`src/rtl/csc_pkg.sv`:
```
// Package for the call / sign-extend / carry-clear execute block
// Assumes a 16-bit core with a byte-wide or word-wide external bus variant
package csc_pkg;
    // ------------------------------------------------------------
    // Opcodes
    // ------------------------------------------------------------
    localparam logic [7:0] OPC_CALL_NEAR_REL = 8'hE8;
    localparam logic [7:0] OPC_CALL_GRP = 8'hFF;
    localparam logic [7:0] OPC_CALL_FAR_DIR = 8'h9A;
    localparam logic [7:0] OPC_SIGN_EXT = 8'h98;
    localparam logic [7:0] OPC_CARRY_CLR = 8'hF8;
    localparam logic [2:0] MODRM_REG_NEAR = 3'h2;
    localparam logic [2:0] MODRM_REG_FAR = 3'h3;
    localparam logic [1:0] MODRM_MOD_REG = 2'h3;
    // ------------------------------------------------------------
    // Field positions
    // ------------------------------------------------------------
    localparam int CARRY_FLAG_BIT = 0;
    localparam int ACC_SIGN_BIT = 7;
    localparam logic [7:0] ACC_HIGH_ONES = 8'hFF;
    localparam logic [7:0] ACC_HIGH_ZEROS = 8'h00;
    localparam logic [15:0] RESET_WORD = 16'h0000;
    // ------------------------------------------------------------
    // Cycle counts: word-bus variant, then byte-bus variant
    // ------------------------------------------------------------
    localparam logic [5:0] CYC_NEAR_REL_W = 6'd15;
    localparam logic [5:0] CYC_NEAR_REL_B = 6'd19;
    localparam logic [5:0] CYC_NEAR_REG_W = 6'd13;
    localparam logic [5:0] CYC_NEAR_REG_B = 6'd17;
    localparam logic [5:0] CYC_NEAR_MEM_W = 6'd19;
    localparam logic [5:0] CYC_NEAR_MEM_B = 6'd27;
    localparam logic [5:0] CYC_FAR_DIR_W = 6'd23;
    localparam logic [5:0] CYC_FAR_DIR_B = 6'd31;
    localparam logic [5:0] CYC_FAR_MEM_W = 6'd38;
    localparam logic [5:0] CYC_FAR_MEM_B = 6'd54;
    localparam logic [5:0] CYC_SHORT_OP = 6'd2;
    // ------------------------------------------------------------
    // Decoded operation class
    // ------------------------------------------------------------
    typedef enum logic [7:0] {
        CSC_OP_NONE = 8'h01,
        CSC_OP_NEAR_REL = 8'h02,
        CSC_OP_NEAR_REG = 8'h04,
        CSC_OP_NEAR_MEM = 8'h08,
        CSC_OP_FAR_DIR = 8'h10,
        CSC_OP_FAR_MEM = 8'h20,
        CSC_OP_SIGN_EXT = 8'h40,
        CSC_OP_CARRY_CLR = 8'h80
    } csc_op_t;
    typedef enum logic [1:0] {
        CSC_ST_IDLE = 2'h1,
        CSC_ST_BUSY = 2'h2
    } csc_state_t;
endpackage

```
`src/rtl/csc_dec_if.sv`:
```
// Interface between the decoder and the execute sequencer
// Assumes both ends share the core clock
interface csc_dec_if;
    import csc_pkg::*;
    csc_op_t op;
    logic [5:0] cycles;
    modport dec (output op, output cycles);
    modport exe (input op, input cycles);
endinterface

```
`src/rtl/csc_decoder.sv`:
```
// Opcode decoder with per-form cycle counts
// Assumes opcode and addressing byte are stable while the request is raised
module csc_decoder
    import csc_pkg::*;
(
    input wire logic [7:0] i_opcode,
    input wire logic [7:0] i_modrm,
    input wire logic i_byte_bus,
    csc_dec_if.dec dec
);
    import csc_pkg::*;
    // ------------------------------------------------------------
    // Decode and cycle lookup
    // ------------------------------------------------------------
    // Classify opcode, pick count for the bus variant
    always_comb
    begin
        dec.op = CSC_OP_NONE;
        dec.cycles = CYC_SHORT_OP;
        case (i_opcode)
            OPC_CALL_NEAR_REL:
            begin
                dec.op = CSC_OP_NEAR_REL;
                dec.cycles = i_byte_bus ? CYC_NEAR_REL_B : CYC_NEAR_REL_W;
            end
            OPC_CALL_FAR_DIR:
            begin
                dec.op = CSC_OP_FAR_DIR;
                dec.cycles = i_byte_bus ? CYC_FAR_DIR_B : CYC_FAR_DIR_W;
            end
            OPC_CALL_GRP:
            begin
                if (i_modrm[5:3] == MODRM_REG_NEAR)
                begin
                    if (i_modrm[7:6] == MODRM_MOD_REG)
                    begin
                        dec.op = CSC_OP_NEAR_REG;
                        dec.cycles = i_byte_bus ? CYC_NEAR_REG_B : CYC_NEAR_REG_W;
                    end
                    else
                    begin
                        dec.op = CSC_OP_NEAR_MEM;
                        dec.cycles = i_byte_bus ? CYC_NEAR_MEM_B : CYC_NEAR_MEM_W;
                    end
                end
                else if (i_modrm[5:3] == MODRM_REG_FAR && i_modrm[7:6] != MODRM_MOD_REG)
                begin
                    dec.op = CSC_OP_FAR_MEM;
                    dec.cycles = i_byte_bus ? CYC_FAR_MEM_B : CYC_FAR_MEM_W;
                end
            end
            OPC_SIGN_EXT:
            begin
                dec.op = CSC_OP_SIGN_EXT;
                dec.cycles = CYC_SHORT_OP;
            end
            OPC_CARRY_CLR:
            begin
                dec.op = CSC_OP_CARRY_CLR;
                dec.cycles = CYC_SHORT_OP;
            end
            default:
            begin
                dec.op = CSC_OP_NONE;
                dec.cycles = CYC_SHORT_OP;
            end
        endcase
    end
endmodule

```
`src/rtl/csc_exec.sv`:
```
// Execute unit for procedure calls, byte sign extension and carry clear
// Assumes the core supplies operands, pre-instruction stack pointer and stack
// writes are performed by an outside stack unit from the push outputs
// ------------------------------------------------------------
// ------------------------------------------------------------
module csc_exec
    import csc_pkg::*;
(
    input wire logic i_sys_clk,
    input wire logic i_sys_rst,
    input wire logic i_start,
    input wire logic i_byte_bus,
    input wire logic [7:0] i_opcode,
    input wire logic [7:0] i_modrm,
    input wire logic [15:0] i_next_instr_offset,
    input wire logic [15:0] i_code_seg,
    input wire logic [15:0] i_imm_lo,
    input wire logic [15:0] i_imm_hi,
    input wire logic [15:0] i_rm_word,
    input wire logic [15:0] i_mem_ptr_off,
    input wire logic [15:0] i_mem_ptr_seg,
    input wire logic [15:0] i_ea_disp,
    input wire logic i_ea_sp_base,
    input wire logic [15:0] i_stack_pointer_reg,
    input wire logic [15:0] i_acc_word,
    input wire logic [15:0] i_flags,
    output logic o_busy,
    output logic o_done,
    output logic [15:0] o_ea,
    output logic o_push_seg,
    output logic [15:0] o_push_seg_val,
    output logic o_push_off,
    output logic [15:0] o_push_off_val,
    output logic o_ld_offset,
    output logic [15:0] o_new_offset,
    output logic o_ld_seg,
    output logic [15:0] o_new_seg,
    output logic o_ld_acc,
    output logic [15:0] o_acc_word,
    output logic o_ld_flags,
    output logic [15:0] o_flags
);
    import csc_pkg::*;
    csc_dec_if dif ();
    // ------------------------------------------------------------
    // Decoder
    // ------------------------------------------------------------
    csc_decoder u_dec (
        .i_opcode(i_opcode),
        .i_modrm(i_modrm),
        .i_byte_bus(i_byte_bus),
        .dec(dif.dec)
    );
    // ------------------------------------------------------------
    // Sequencer state
    // ------------------------------------------------------------
    csc_state_t state_ff, nxt_state;
    csc_op_t op_ff, nxt_op;
    logic [5:0] cnt_ff, nxt_cnt;
    logic [15:0] sp_ff, nxt_sp;
    logic [15:0] off_ff, nxt_off;
    logic [15:0] seg_ff, nxt_seg;
    logic [15:0] res_ff, nxt_res;
    logic [15:0] fl_ff, nxt_fl;
    logic take;
    logic last;
    assign take = (state_ff == CSC_ST_IDLE) && i_start && (dif.op != CSC_OP_NONE);
    assign last = (state_ff == CSC_ST_BUSY) && (cnt_ff == 6'd1);
    // Next state, counter and latched operands
    always_comb
    begin
        nxt_state = state_ff;
        nxt_op = op_ff;
        nxt_cnt = cnt_ff;
        nxt_sp = sp_ff;
        nxt_off = off_ff;
        nxt_seg = seg_ff;
        nxt_res = res_ff;
        nxt_fl = fl_ff;
        case (state_ff)
            CSC_ST_IDLE:
            begin
                if (take)
                begin
                    nxt_state = CSC_ST_BUSY;
                    nxt_op = dif.op;
                    nxt_cnt = dif.cycles - 6'd1;
                    nxt_sp = i_stack_pointer_reg;
                    nxt_off = i_next_instr_offset;
                    nxt_seg = i_code_seg;
                    nxt_res = i_acc_word;
                    nxt_fl = i_flags;
                end
            end
            CSC_ST_BUSY:
            begin
                nxt_cnt = cnt_ff - 6'd1;
                if (last)
                begin
                    nxt_state = CSC_ST_IDLE;
                end
            end
            default:
            begin
                nxt_state = CSC_ST_IDLE;
            end
        endcase
    end
    // Register the sequencer
    always_ff @(posedge i_sys_clk)
    begin
        if (i_sys_rst)
        begin
            state_ff <= CSC_ST_IDLE;
            op_ff <= CSC_OP_NONE;
            cnt_ff <= '0;
            sp_ff <= RESET_WORD;
            off_ff <= RESET_WORD;
            seg_ff <= RESET_WORD;
            res_ff <= RESET_WORD;
            fl_ff <= RESET_WORD;
        end
        else
        begin
            state_ff <= nxt_state;
            op_ff <= nxt_op;
            cnt_ff <= nxt_cnt;
            sp_ff <= nxt_sp;
            off_ff <= nxt_off;
            seg_ff <= nxt_seg;
            res_ff <= nxt_res;
            fl_ff <= nxt_fl;
        end
    end
    // ------------------------------------------------------------
    // Results, applied on the final cycle
    // ------------------------------------------------------------
    logic is_call, is_far;
    assign is_call = op_ff inside {CSC_OP_NEAR_REL, CSC_OP_NEAR_REG, CSC_OP_NEAR_MEM,
                                   CSC_OP_FAR_DIR, CSC_OP_FAR_MEM};
    assign is_far = op_ff inside {CSC_OP_FAR_DIR, CSC_OP_FAR_MEM};
    assign o_busy = (state_ff == CSC_ST_BUSY);
    assign o_done = last;
    // Stack-based addressing uses the stack pointer latched at take
    assign o_ea = i_ea_sp_base ? (sp_ff + i_ea_disp) : i_ea_disp;
    assign o_push_off = last && is_call;
    assign o_push_off_val = off_ff;
    assign o_push_seg = last && is_far;
    assign o_push_seg_val = seg_ff;
    assign o_ld_seg = last && is_far;
    assign o_ld_offset = last && is_call;
    assign o_ld_acc = last && (op_ff == CSC_OP_SIGN_EXT);
    assign o_ld_flags = last && (op_ff == CSC_OP_CARRY_CLR);
    // Target, segment, accumulator and flag values
    always_comb
    begin
        o_new_offset = off_ff;
        o_new_seg = seg_ff;
        o_acc_word = res_ff;
        o_flags = fl_ff;
        case (op_ff)
            CSC_OP_NEAR_REL: o_new_offset = off_ff + i_imm_lo;
            CSC_OP_NEAR_REG, CSC_OP_NEAR_MEM: o_new_offset = i_rm_word;
            CSC_OP_FAR_DIR:
            begin
                o_new_offset = i_imm_lo;
                o_new_seg = i_imm_hi;
            end
            CSC_OP_FAR_MEM:
            begin
                o_new_offset = i_mem_ptr_off;
                o_new_seg = i_mem_ptr_seg;
            end
            CSC_OP_SIGN_EXT:
                o_acc_word = {res_ff[ACC_SIGN_BIT] ? ACC_HIGH_ONES : ACC_HIGH_ZEROS,
                              res_ff[7:0]};
            CSC_OP_CARRY_CLR: o_flags[CARRY_FLAG_BIT] = 1'b0;
            default: o_new_offset = off_ff;
        endcase
    end
endmodule

```
`config.mk`:
```
export PLATFORM = sky130hd
export DESIGN_NAME = csc_exec
export DESIGN_NICKNAME = d
export VERILOG_FILES = /design/src/rtl/csc_pkg.sv /design/src/rtl/csc_dec_if.sv /design/src/rtl/csc_decoder.sv /design/src/rtl/csc_exec.sv
export SDC_FILE = /design/constraint.sdc
export NUM_CORES = 1
export LEC_CHECK = 0
export BUFFER_PORTS_ARGS = -buffer_cell sky130_fd_sc_hd__buf_2
export CAP_MARGIN = 10
export CORE_MARGIN = 4
export CORE_UTILIZATION = 40
export CTS_CLUSTER_SIZE = 30
export DETAILED_ROUTE_END_ITERATION = 8
export PLACE_DENSITY_LB_ADDON = 0.12
export SLEW_MARGIN = 5
export SYNTH_ARGS = -nofsm -noshare
export SYNTH_HDL_FRONTEND = slang
export SYNTH_SLANG_ARGS = --single-unit
```
`constraint.sdc`:
```
create_clock -name i_sys_clk -period 6.72 [get_ports i_sys_clk]
set_input_delay 0.672 -clock i_sys_clk [delete_from_list [all_inputs] [get_ports i_sys_clk]]
set_output_delay 0.672 -clock i_sys_clk [all_outputs]
set_load 0.02 [all_outputs]
```
==> results of run 1 <==
-- stage by stage --
step	power [µW]	instance area [µm²]	cells	hold WS [ns]	setup slack, ns
after global routing	1340	8240	1347	0.464	2.32
final	1280	8240	1347	0.451	2.62
after floorplan	663	6460	867	0.432	2.98
after CTS	1300	8240	1347	0.454	2.67
after detailed placement	745	7920	1331	0.443	2.80
after global placement	744	7920	1331	0.439	2.82
-- sequential cells by signal, summed over array words and instances, names as in the netlist --
signal and count:
fl_ff 16, o_push_off_val 16, o_push_seg_val 16, res_ff 16, sp_ff 16, op_ff 8
cnt_ff 6, state_ff 2
-- logic make-up after synthesis --
logic type | after synthesis | share of synthesized area [%]
buf+inv | 93 | 7.97
simple gates | 365 | 25.3
xor+xnor | 22 | 2.98
fa+ha+maj | 37 | 7.40
compound gates | 239 | 24.0
flops | 96 | 29.8
mux | 15 | 2.52
-- layout by cell type, fill, tap and decap left out, types with 4 or more instances in the layout --
cell and n:
o31ai_1 4, or3_1 4, inv_1 21, dfxtp_1 96, nor4_1 7, nand3_1 17, xor2_1 8, a22o_1 4
a22oi_1 26, xnor2_1 14, a221oi_1 5, clkbuf_16 9, nor3_1 18, nand4b_1 4, nand2b_1 5, o21a_1 7
buf_4 8, nand2_2 10, buf_2 312, a21oi_2 10, nor2b_1 5, a211oi_1 4, a222oi_1 4, mux2_2 10
a21oi_1 104, o21ai_0 23, ha_1 35, nand2_1 228, and3_1 6, mux2i_1 5, a21o_1 16, nor2_1 40
a31oi_1 4
-- critical path, stage by stage (launching register included) --
cell	delay (ns)
dfxtp_1	0.40
nor3_1	0.10
nor4b_1	0.16
and3b_1	0.17
buf_4	0.26
nor2_1	0.95
nand2_1	0.44
nand2_1	0.15
a21oi_1	0.08
o311ai_0	0.12
buf_2	0.25
-- final timing paths --
kind	start	end	cells past startpoint	slack (ns)
setup / recovery	op_ff[3]	o_new_offset[15]	10	2.62
setup reg to reg	state_ff[1]	cnt_ff[5]	6	4.38
hold reg to reg	fl_ff[9]	fl_ff[9]	2	0.45
hold / removal	fl_ff[9]	fl_ff[9]	2	0.45
-- layout make-up --
class	instances	area [µm²]	area share [%]
clock buffer	9	225	2.73
tap	216	270	3.28
multi-input combinational	678	4030	48.9
clock inverter	7	91.3	1.11
sequential	96	1920	23.3
timing repair buffer	320	1620	19.7
inverter	21	78.8	0.957
-- metal layers --
layer / track usage (%) / vias up / share of wire (%)
met4: 5.26 / 2 / 1.1
met2: 35.9 / 207 / 48
met3: 5.07 / 18 / 6.5
met1: 28.1 / 3096 / 44
li1: - / 3544 / -
met5: 0 / - / 0.063
-- power by group through the flow --
stage | sequential [µW] | combinational (µW) | clock [µW]
floorplan | 587 | 76.0 | 0
global placement | 586 | 158 | 0
detailed placement | 586 | 158 | 0
CTS | 573 | 159 | 570
global route | 573 | 175 | 597
finish | 573 | 159 | 549
==> key figures, run 1 <==
Route
  • Wirelength, routed: 20700 µm
  • DR vias: 6867
  • Vias/cell: 5.10
  • Iter 0 DRT Violations: 338
  • DR DRC count: 0
  • Drt pass-1 iters: 5
  • Mean routed wirelength per cell: 15.4 µm
  • Antenna viol nets, final: 0

Clock network
  • Latest clock arrival within the worst-skew pair: 0.35 ns
  • CTS tree: built
  • Total setup buffers inserted after CTS: 0
  • Sink Count: 96
  • CTS Root Cell: clkbuf_16
  • CTS resizes: 0
  • # hold bufs at CTS: 0
  • Clock Path Buffers: 2
  • Cts bufs inserted: 9
  • Reg clk slew, reported paths: 0.07 ns
  • H-tree Lvls: 3

Pwr
  • Share of power burned in registers: 44.7%
  • Combinational Power Share: 12.4%
  • Worst vdd ir: 0.000204 V
  • Leakage: 0.00390 µW
  • Sw Pwr: 337 µW
  • Sw Share: 26.3%
  • P per Cell Area: 155 nW/µm²
  • Clock share of power: 42.9%
  • Int Pwr: 943 µW

Synth
  • Post-synth top area share: 29.8%
  • Synth cell count leaders: 228 x nand2_1, 104 x a21oi_1, 96 x dfxtp_1, 40 x nor2_1, 35 x ha_1
  • EDFF count, synth: 0
  • Top post-synthesis cells by area: dfxtp_1 30%, nand2_1 13%, a21oi_1 8.1%
  • Post-Synthesis Cell Area: 6460 µm²
  • Async set-reset flop share out of synthesis: 0%
  • Synth warn: 0
  • Post-synthesis cell count: 867
  • Post-synthesis register bit count: 96
  • Register area share after synthesis: 29.8%
  • Top-count cell post-synth: nand2_1
  • Mapped Nets: 1101
  • Leading area contributor after synthesis: dfxtp_1
  • Synth Area per Inst: 7.45 µm²
  • Primary FF master, synth: dfxtp_1
  • Post-synth cell types: 69

Finish
  • Antenna diodes: 0
  • Area growth syn-to-layout: 27.6%
  • Final core utilization: 52.0%
  • Share of post-route cells with drive strength above 1: 33.4%
  • Fillers: 1655
  • Nets: 1360

STA
  • Layout Skew: 0.00449 ns
  • Final Cycle Share: 61.0%
  • Setup TNS: 0 ns
  • Slew margin rel.: 19.3%
  • RSZ-0062 raised after global routing: no
  • Final Hold Vio Count: 0
  • Endpoints failing setup: 0
  • Slew Limit Fails: 0
  • Fin crit period: 4.10 ns
  • FMAX: 244 MHz
  • Worst-margin pin slew: 1.21 ns

Floorplanning
  • I/O pin count: 317
  • Core area: 15800 µm²
  • Die Y: 135 µm
  • Initial Util: 40.8%
  • Die area: 18200 µm²
  • Rows: 46
  • Horiz. Die Dim: 135 µm

Setup path
  • Worst EP required: 6.05 ns
  • Critical path class: reg -> out
  • Crit path capture type: output pin
  • Worst Setup Start Kind: flip-flop
  • CP Data Arrival Time: 3.43 ns
  • Crit-path max FO: 34

Placed design
  • # port buffers: 313
  • Routability cong.: 0.826
  • Detailed placer's ending HPWL: 15200 µm

GRT
  • Gr ovfl total: 0
  • Initial antenna violation count: 1
  • First-pass GRT wire length: 31800 µm
  • Largest net degree at the start of global routing: 96
  • Number of global-route vias before repair: 6322
  • Total GRT Usage: 21.5%

Run
  • Max Cap Viol: 0

Worst hold path
  • Worst min-delay path category: reg -> reg

Status
  • Status: finished clean
Power figures use the tool's default switching activity.
==> inputs of run 2 (changes only) <==
==> constraint.sdc (replaced) <==
create_clock -name i_sys_clk -period 4.1 [get_ports i_sys_clk]
set_input_delay 0.41 -clock i_sys_clk [delete_from_list [all_inputs] [get_ports i_sys_clk]]
set_output_delay 0.41 -clock i_sys_clk [all_outputs]
set_load 0.02 [all_outputs]
==> key figures, run 2 (synthesis gave the netlist of run 1 again) <==
GRT
  • Gr ovfl total: 0 (unchanged)
  • Total GRT Usage: 21.8% (was 21.5%)
  • Initial antenna violation count: 2 (was 1)
  • Largest net degree at the start of global routing: 96 (unchanged)
  • Number of global-route vias before repair: 6408 (was 6322)
  • First-pass GRT wire length: 32500 µm (was 31800 µm)

Placed design
  • # port buffers: 313 (unchanged)
  • Detailed placer's ending HPWL: 15900 µm (was 15200 µm)
  • Routability cong.: 0.854 (was 0.826)

STA
  • Final Cycle Share: 88.3%
  • Layout Skew: 0.00767 ns (was 0.00449 ns)
  • FMAX: 276 MHz
  • RSZ-0062 raised after global routing: no (unchanged)
  • Endpoints failing setup: 0 (unchanged)
  • Slew margin rel.: 26.7% (was 19.3%)
  • Worst-margin pin slew: 1.10 ns (was 1.21 ns)
  • Slew Limit Fails: 0 (unchanged)
  • Setup TNS: 0 ns (unchanged)
  • Final Hold Vio Count: 0 (unchanged)
  • Fin crit period: 3.62 ns

Setup path
  • Crit path capture type: output pin (unchanged)
  • Max incr delay on CP: 0.41 ns (was 0.95 ns)
  • CP top delay family: compound AO/OA/AOI/OAI gates (was simple AND/OR/NAND/NOR gates)
  • RR Endpoint: sp_ff[11] (was cnt_ff[5])
  • CP Data Arrival Time: 3.21 ns (was 3.43 ns)
  • Cell mode on critical path: o21ai_0 (was nand2_1)
  • Crit-path max FO: 4 (was 34)
  • R2R Path Start: state_ff[1] (unchanged)
  • Critical-path cell list: ha_1 -> fa_1 -> a21o_1 -> a21oi_1 -> o21ai_0 -> a311oi_1 -> nor2_1 -> o41ai_1 -> mux2i_1 -> o21ai_0 -> buf_2 (was nor3_1 -> nor4b_1 -> and3b_1 -> buf_4 -> nor2_1 -> nand2_1 -> nand2_1 -> a21oi_1 -> o311ai_0 -> buf_2)
  • Critical path class: reg -> out (unchanged)
  • R2r setup slk: 2.10 ns (was 4.38 ns)
  • Worst EP required: 3.69 ns (was 6.05 ns)
  • Worst Setup Start Kind: flip-flop (unchanged)
  • CP bufs+invs: 1 (was 2)
  • Critical-path top delay cell: fa_1 (was nor2_1)
  • R2R cell count: 5 (was 6)

Floorplanning
  • Die Y: 135 µm (unchanged)
  • I/O pin count: 317 (unchanged)
  • Rows: 46 (unchanged)
  • Core area: 15800 µm² (unchanged)
  • Die area: 18200 µm² (unchanged)
  • Initial Util: 40.8% (unchanged)
  • Horiz. Die Dim: 135 µm (unchanged)

Clock network
  • Reg clk slew, reported paths: 0.07 ns (about the same)
  • Clock Path Buffers: 2 (unchanged)
  • Total setup buffers inserted after CTS: 0 (unchanged)
  • Latest clock arrival within the worst-skew pair: 0.34 ns (was 0.35 ns)
  • H-tree Lvls: 3 (unchanged)
  • CTS resizes: 0 (unchanged)
  • CTS Root Cell: clkbuf_16 (unchanged)
  • CTS tree: built (unchanged)
  • Cts bufs inserted: 9 (unchanged)
  • Sink Count: 96 (unchanged)
  • # hold bufs at CTS: 0 (unchanged)

Route
  • Mean routed wirelength per cell: 15.6 µm (was 15.4 µm)
  • DR DRC count: 0 (unchanged)
  • Drt pass-1 iters: 5 (unchanged)
  • Vias/cell: 5.18 (was 5.10)
  • Antenna viol nets, final: 0 (unchanged)
  • Iter 0 DRT Violations: 454 (was 338)
  • Wirelength, routed: 21000 µm (was 20700 µm)
  • DR vias: 7003 (was 6867)

Finish
  • Share of post-route cells with drive strength above 1: 33.4% (about the same)
  • Final core utilization: 52.1% (was 52.0%)
  • Most common cell after layout, fill and taps aside: buf_2 (unchanged)
  • Area growth syn-to-layout: 27.7% (was 27.6%)
  • Most frequent cells in the layout: 312 x buf_2, 228 x nand2_1, 104 x a21oi_1, 96 x dfxtp_1, 40 x nor2_1 (unchanged)
  • Nets: 1364 (was 1360)
  • Fillers: 1647 (was 1655)

Worst hold path
  • Hold path start: i_next_instr_offset[0] (was fl_ff[9])
  • Hold Path Depth: 3 (was 2)
  • Worst Hold Endpoint: o_push_off_val[0] (was fl_ff[9])
  • Worst min-delay path category: in -> reg (was reg -> reg)

Run
  • Max Cap Viol: 0 (unchanged)

Pwr
  • P per Cell Area: 247 nW/µm² (was 155 nW/µm²)
  • Leakage: 0.00392 µW (was 0.00390 µW)
  • Worst vdd ir: 0.000224 V (was 0.000204 V)

Status
  • Status: finished clean (unchanged)
## run 2: metrics by stage
| step | cells | area (µm²) | hold slack [ns] | setup slack (ns) | total power, µW |
|---|---|---|---|---|---|
| global placement | 1335 | 7960 | 0.439 | 0.709 | 1220 |
| finish | 1352 | 8250 | 0.292 | 0.481 | 2030 |
| detailed placement | 1335 | 7960 | 0.443 | 0.667 | 1220 |
| global route | 1352 | 8250 | 0.282 | 0.139 | 2130 |
| floorplan | 867 | 6460 | 0.432 | 0.885 | 1090 |
| CTS | 1351 | 8240 | 0.277 | 0.478 | 2060 |
## run 2: how the worst max path moves through the flow
| stage | cells after the start | to | start | slack [ns] |
|---|---|---|---|---|
| 3_3_place_gp | 12 | o_new_offset[14] | i_imm_lo[0] | 0.71 |
| 5_1_grt | 11 | o_new_offset[14] | o_push_off_val[0] | 0.14 |
| 4_1_cts | 11 | o_new_offset[14] | o_push_off_val[0] | 0.48 |
| 6_report | 11 | o_new_offset[14] | o_push_off_val[0] | 0.48 |
| 2_1_floorplan | 10 | o_new_offset[14] | i_imm_lo[0] | 0.89 |
| 3_5_place_dp | 12 | o_new_offset[14] | i_imm_lo[0] | 0.67 |
## run 2: worst min-delay path, delay by kind of cell
family | cells | cell delay (ns)
AO/OA/AOI/OAI | 1 | 0.04
buffers and inverters | 1 | 0.10
AND/OR/NAND/NOR | 1 | 0.05
## run 2: cell type report
cell class	count	area [µm²]	share of cell area, %
multi-input cells	678	4030	48.8
flip-flops and latches	96	1920	23.3
repair buffers	324	1660	20.2
well taps	216	270	3.28
clock buffers	12	236	2.87
inverters	21	78.8	0.956
clock inverters	4	45.0	0.546
diodes	1	2.50	0.0303
## run 2: power by group
group	switching, µW	total (µW)	internal (µW)
logic	139	263	124
registers	3.01	939	936
clock network	361	832	471
total	504	2030	1530
## run 2: routing by layer
layer | vias to the layer above | part of all wire [%] | track usage, %
li1 | 3542 | - | -
met1 | 3233 | 44 | 29.1
met2 | 207 | 48 | 36.0
met3 | 19 | 6.4 | 4.36
met4 | 2 | 1.2 | 5.94
met5 | - | 0.062 | 0
==> inputs of run 3 (changes only) <==
--- a/config.mk
+++ b/config.mk
@@ -5,6 +5,7 @@
 export SDC_FILE = /design/constraint.sdc
 export NUM_CORES = 1
 export LEC_CHECK = 0
+export ABC_AREA = 1
 export BUFFER_PORTS_ARGS = -buffer_cell sky130_fd_sc_hd__buf_2
 export CAP_MARGIN = 10
 export CORE_MARGIN = 4
@@ -12,7 +13,7 @@
 export CTS_CLUSTER_SIZE = 30
 export DETAILED_ROUTE_END_ITERATION = 8
 export PLACE_DENSITY_LB_ADDON = 0.12
-export SLEW_MARGIN = 5
+export SLEW_MARGIN = 30
 export SYNTH_ARGS = -nofsm -noshare
 export SYNTH_HDL_FRONTEND = slang
 export SYNTH_SLANG_ARGS = --single-unit
==> key figures, run 3 <==
Synth
  • Mapped Nets: 1307 (was 1101)
  • EDFF count, synth: 0 (unchanged)
  • Post-synth top area share: 27.9% (was 29.8%)
  • Post-Synthesis Cell Area: 6890 µm² (was 6460 µm²)
  • Primary FF master, synth: dfxtp_1 (unchanged)
  • Async set-reset flop share out of synthesis: 0% (unchanged)
  • Post-synthesis cell count: 1073 (was 867)
  • Top post-synthesis cells by area: dfxtp_1 28%, nor2_1 11%, nand2_1 11% (was dfxtp_1 30%, nand2_1 13%, a21oi_1 8.1%)
  • Post-synthesis register bit count: 96 (unchanged)
  • Combinational family with the most area after synthesis: simple AND/OR/NAND/NOR gates (unchanged)
  • XOR/XNOR share of the synthesized area: 1.40% (was 2.98%)
  • Post-Synth Adder-Cell Area: 6.94% (was 7.40%)
  • Top-count cell post-synth: nor2_1 (was nand2_1)
  • Synth cell count leaders: 207 x nor2_1, 196 x nand2_1, 142 x nand3_1, 96 x dfxtp_1, 75 x o21ai_0 (was 228 x nand2_1, 104 x a21oi_1, 96 x dfxtp_1, 40 x nor2_1, 35 x ha_1)
  • Synth warn: 0 (unchanged)
  • Simple-gate portion of the synthesized area: 37.9% (was 25.3%)
  • Synth Area per Inst: 6.42 µm² (was 7.45 µm²)
  • Post-synth cell types: 50 (was 69)
  • Mux share of post-synthesis cell area: 0% (was 2.52%)
  • Leading area contributor after synthesis: dfxtp_1 (unchanged)
  • Register area share after synthesis: 27.9% (was 29.8%)
  • Compound-Gate Fraction of Synth Area: 15.0% (was 24.0%)

Placed design
  • DP Cell Count: 1539 (was 1335)
  • Area after DPL: 8310 µm² (was 7960 µm²)
  • Routability cong.: 0.900 (was 0.854)
  • # port buffers: 313 (unchanged)
  • Pre-CTS WS: 1.43 ns (was 0.667 ns)
  • Detailed placer's ending HPWL: 17600 µm (was 15900 µm)

STA
  • Final WS setup: 1.10 ns (was 0.481 ns)
  • FMAX: 333 MHz (was 276 MHz)
  • Slew margin rel.: 40.1% (was 26.7%)
  • Final Hold Vio Count: 0 (unchanged)
  • Setup TNS: 0 ns (unchanged)
  • RSZ-0062 raised after global routing: no (unchanged)
  • Layout Skew: 0.00724 ns (was 0.00767 ns)
  • Final Cycle Share: 73.2% (was 88.3%)
  • Fin crit period: 3.00 ns (was 3.62 ns)
  • Slew Limit Fails: 0 (unchanged)
  • Worst-margin pin slew: 0.899 ns (was 1.10 ns)
  • Endpoints failing setup: 0 (unchanged)

Finish
  • Share of post-route cells with drive strength above 1: 27.2% (was 33.4%)
  • Most frequent cells in the layout: 313 x buf_2, 207 x nor2_1, 196 x nand2_1, 142 x nand3_1, 96 x dfxtp_1 (was 312 x buf_2, 228 x nand2_1, 104 x a21oi_1, 96 x dfxtp_1, 40 x nor2_1)
  • Area growth syn-to-layout: 25.1% (was 27.7%)
  • Antenna diodes: 0 (was 1)
  • Fillers: 1820 (was 1647)
  • Non-filler instance count after layout: 1554 (was 1352)
  • Nets: 1564 (was 1364)
  • Post-Layout Inst Area: 8620 µm² (was 8250 µm²)
  • Most common cell after layout, fill and taps aside: buf_2 (unchanged)

Route
  • Iter 0 DRT Violations: 424 (was 454)
  • DR DRC count: 0 (unchanged)
  • Wirelength, routed: 23000 µm (was 21000 µm)
  • Drt pass-1 iters: 5 (unchanged)
  • Mean routed wirelength per cell: 14.8 µm (was 15.6 µm)
  • Antenna viol nets, final: 0 (unchanged)
  • DR vias: 7808 (was 7003)
  • Vias/cell: 5.02 (was 5.18)

GRT
  • Gr ovfl total: 0 (unchanged)
  • Number of global-route vias before repair: 7222 (was 6408)
  • Total GRT Usage: 22.8% (was 21.8%)
  • Initial antenna violation count: 2 (unchanged)
  • First-pass GRT wire length: 36800 µm (was 32500 µm)
  • Largest net degree at the start of global routing: 82 (was 96)

Clock network
  • Cts bufs inserted: 9 (unchanged)
  • CTS resizes: 0 (unchanged)
  • H-tree Lvls: 3 (unchanged)
  • Sink Count: 96 (unchanged)
  • Clock Path Buffers: 2 (unchanged)
  • # hold bufs at CTS: 0 (unchanged)
  • Latest clock arrival within the worst-skew pair: 0.34 ns (about the same)
  • CTS Root Cell: clkbuf_16 (unchanged)
  • Reg clk slew, reported paths: 0.07 ns (about the same)
  • Total setup buffers inserted after CTS: 0 (unchanged)
  • CTS tree: built (unchanged)

Worst hold path
  • Worst Hold Endpoint: o_push_seg_val[11] (was o_push_off_val[0])
  • Worst min-delay path category: in -> reg (unchanged)
  • Hold path start: i_code_seg[11] (was i_next_instr_offset[0])
  • Hold Path Depth: 3 (unchanged)

Setup path
  • R2R Path Start: state_ff[1] (unchanged)
  • Worst EP required: 3.69 ns (about the same)
  • R2R cell count: 7 (was 5)
  • Crit path capture type: output pin (unchanged)
  • CP Data Arrival Time: 2.59 ns (was 3.21 ns)
  • R2r setup slk: 2.10 ns (about the same)
  • Critical path class: reg -> out (unchanged)
  • RR Endpoint: state_ff[1] (was sp_ff[11])
  • Worst Setup Start Kind: flip-flop (unchanged)
  • Crit-path max FO: 33 (was 4)

Floorplanning
  • Die Y: 139 µm (was 135 µm)
  • Core area: 16800 µm² (was 15800 µm²)
  • Initial Util: 41.1% (was 40.8%)
  • Die area: 19400 µm² (was 18200 µm²)
  • Rows: 47 (was 46)
  • I/O pin count: 317 (unchanged)
  • Horiz. Die Dim: 139 µm (was 135 µm)

Pwr
  • Pwr Total: 2160 µW (was 2030 µW)
  • Clock share of power: 41.7% (was 40.9%)
  • Int Pwr: 1610 µW (was 1530 µW)
  • Worst vdd ir: 0.000168 V (was 0.000224 V)
  • Sw Pwr: 555 µW (was 504 µW)
  • Sw Share: 25.7% (was 24.8%)
  • Share of power burned in registers: 43.8% (was 46.2%)
  • P per Cell Area: 251 nW/µm² (was 247 nW/µm²)
  • Leakage: 0.00449 µW (was 0.00392 µW)
  • Combinational Power Share: 14.5% (was 12.9%)

Status
  • Status: finished clean (unchanged)

Run
  • Max Cap Viol: 0 (unchanged)
[run 3: power groups by stage]
stage                     sequential [µW]  clock, µW  combinational [µW]
after global placement                968          0                 313
after floorplan                       970          0                 165
after global routing                  947        972                 354
after detailed placement              968          0                 315
final                                 947        902                 315
after CTS                             947        932                 316
[run 3: final cells by class]
| cell class | instances | area [µm²] | share of cell area, % |
|---|---|---|---|
| sequential | 96 | 1920 | 22.3 |
| inverter | 69 | 262 | 3.03 |
| clock inverter | 5 | 81.3 | 0.944 |
| clock buffer | 10 | 229 | 2.66 |
| tap | 220 | 275 | 3.19 |
| multi-input combinational | 834 | 4230 | 49.1 |
| timing repair buffer | 320 | 1620 | 18.8 |
[run 3: how the worst max path moves through the flow]
stage | from | endpoint | slack (ns)
3_3_place_gp | op_ff[7] | o_new_offset[11] | 1.44
2_1_floorplan | i_ea_disp[0] | o_ea[8] | 1.61
5_1_grt | op_ff[6] | o_new_offset[11] | 0.84
6_report | op_ff[7] | o_new_offset[4] | 1.10
3_5_place_dp | op_ff[7] | o_new_offset[4] | 1.43
4_1_cts | op_ff[6] | o_new_offset[4] | 1.05
[run 3: layer usage]
layer	vias to the layer above	GRT usage [%]	wire length, µm
met3	24	5.73	1780
met2	262	37.1	10600
li1	4040	-	-
met5	-	0	27
met4	4	5.61	312
met1	3478	30.5	10200
[run 3: kinds of logic (layout without fill, tap and decap cells)]
group                      after synthesis  count (layout)
and+or+nand+nor                        590             590
AOI/OAI and AO/OA                      196             196
buffers and inverters                  143             404
DFF                                     96              96
adders and majority gates               37              37
xor gates and xnor gates                11              11
[run 3: through the flow]
| stage | util (%) | hold slack [ns] |
|---|---|---|
| floorplan | - | 0.430 |
| global placement | 49.6 | 0.446 |
| detailed placement | 49.6 | 0.455 |
| CTS | 51.4 | 0.287 |
| global route | 51.4 | 0.300 |
| finish | 51.4 | 0.297 |
[run 3: critical path, stage by stage, from the launching register on]
cell and delay (ns):
dfxtp_1 0.36, inv_2 0.06, nand2_1 0.17, nor3_4 0.04, buf_4 0.26, nand2_1 0.12, nand2_1 0.11, nor3_4 0.65
nand2_1 0.12, o311ai_1 0.11, buf_2 0.23
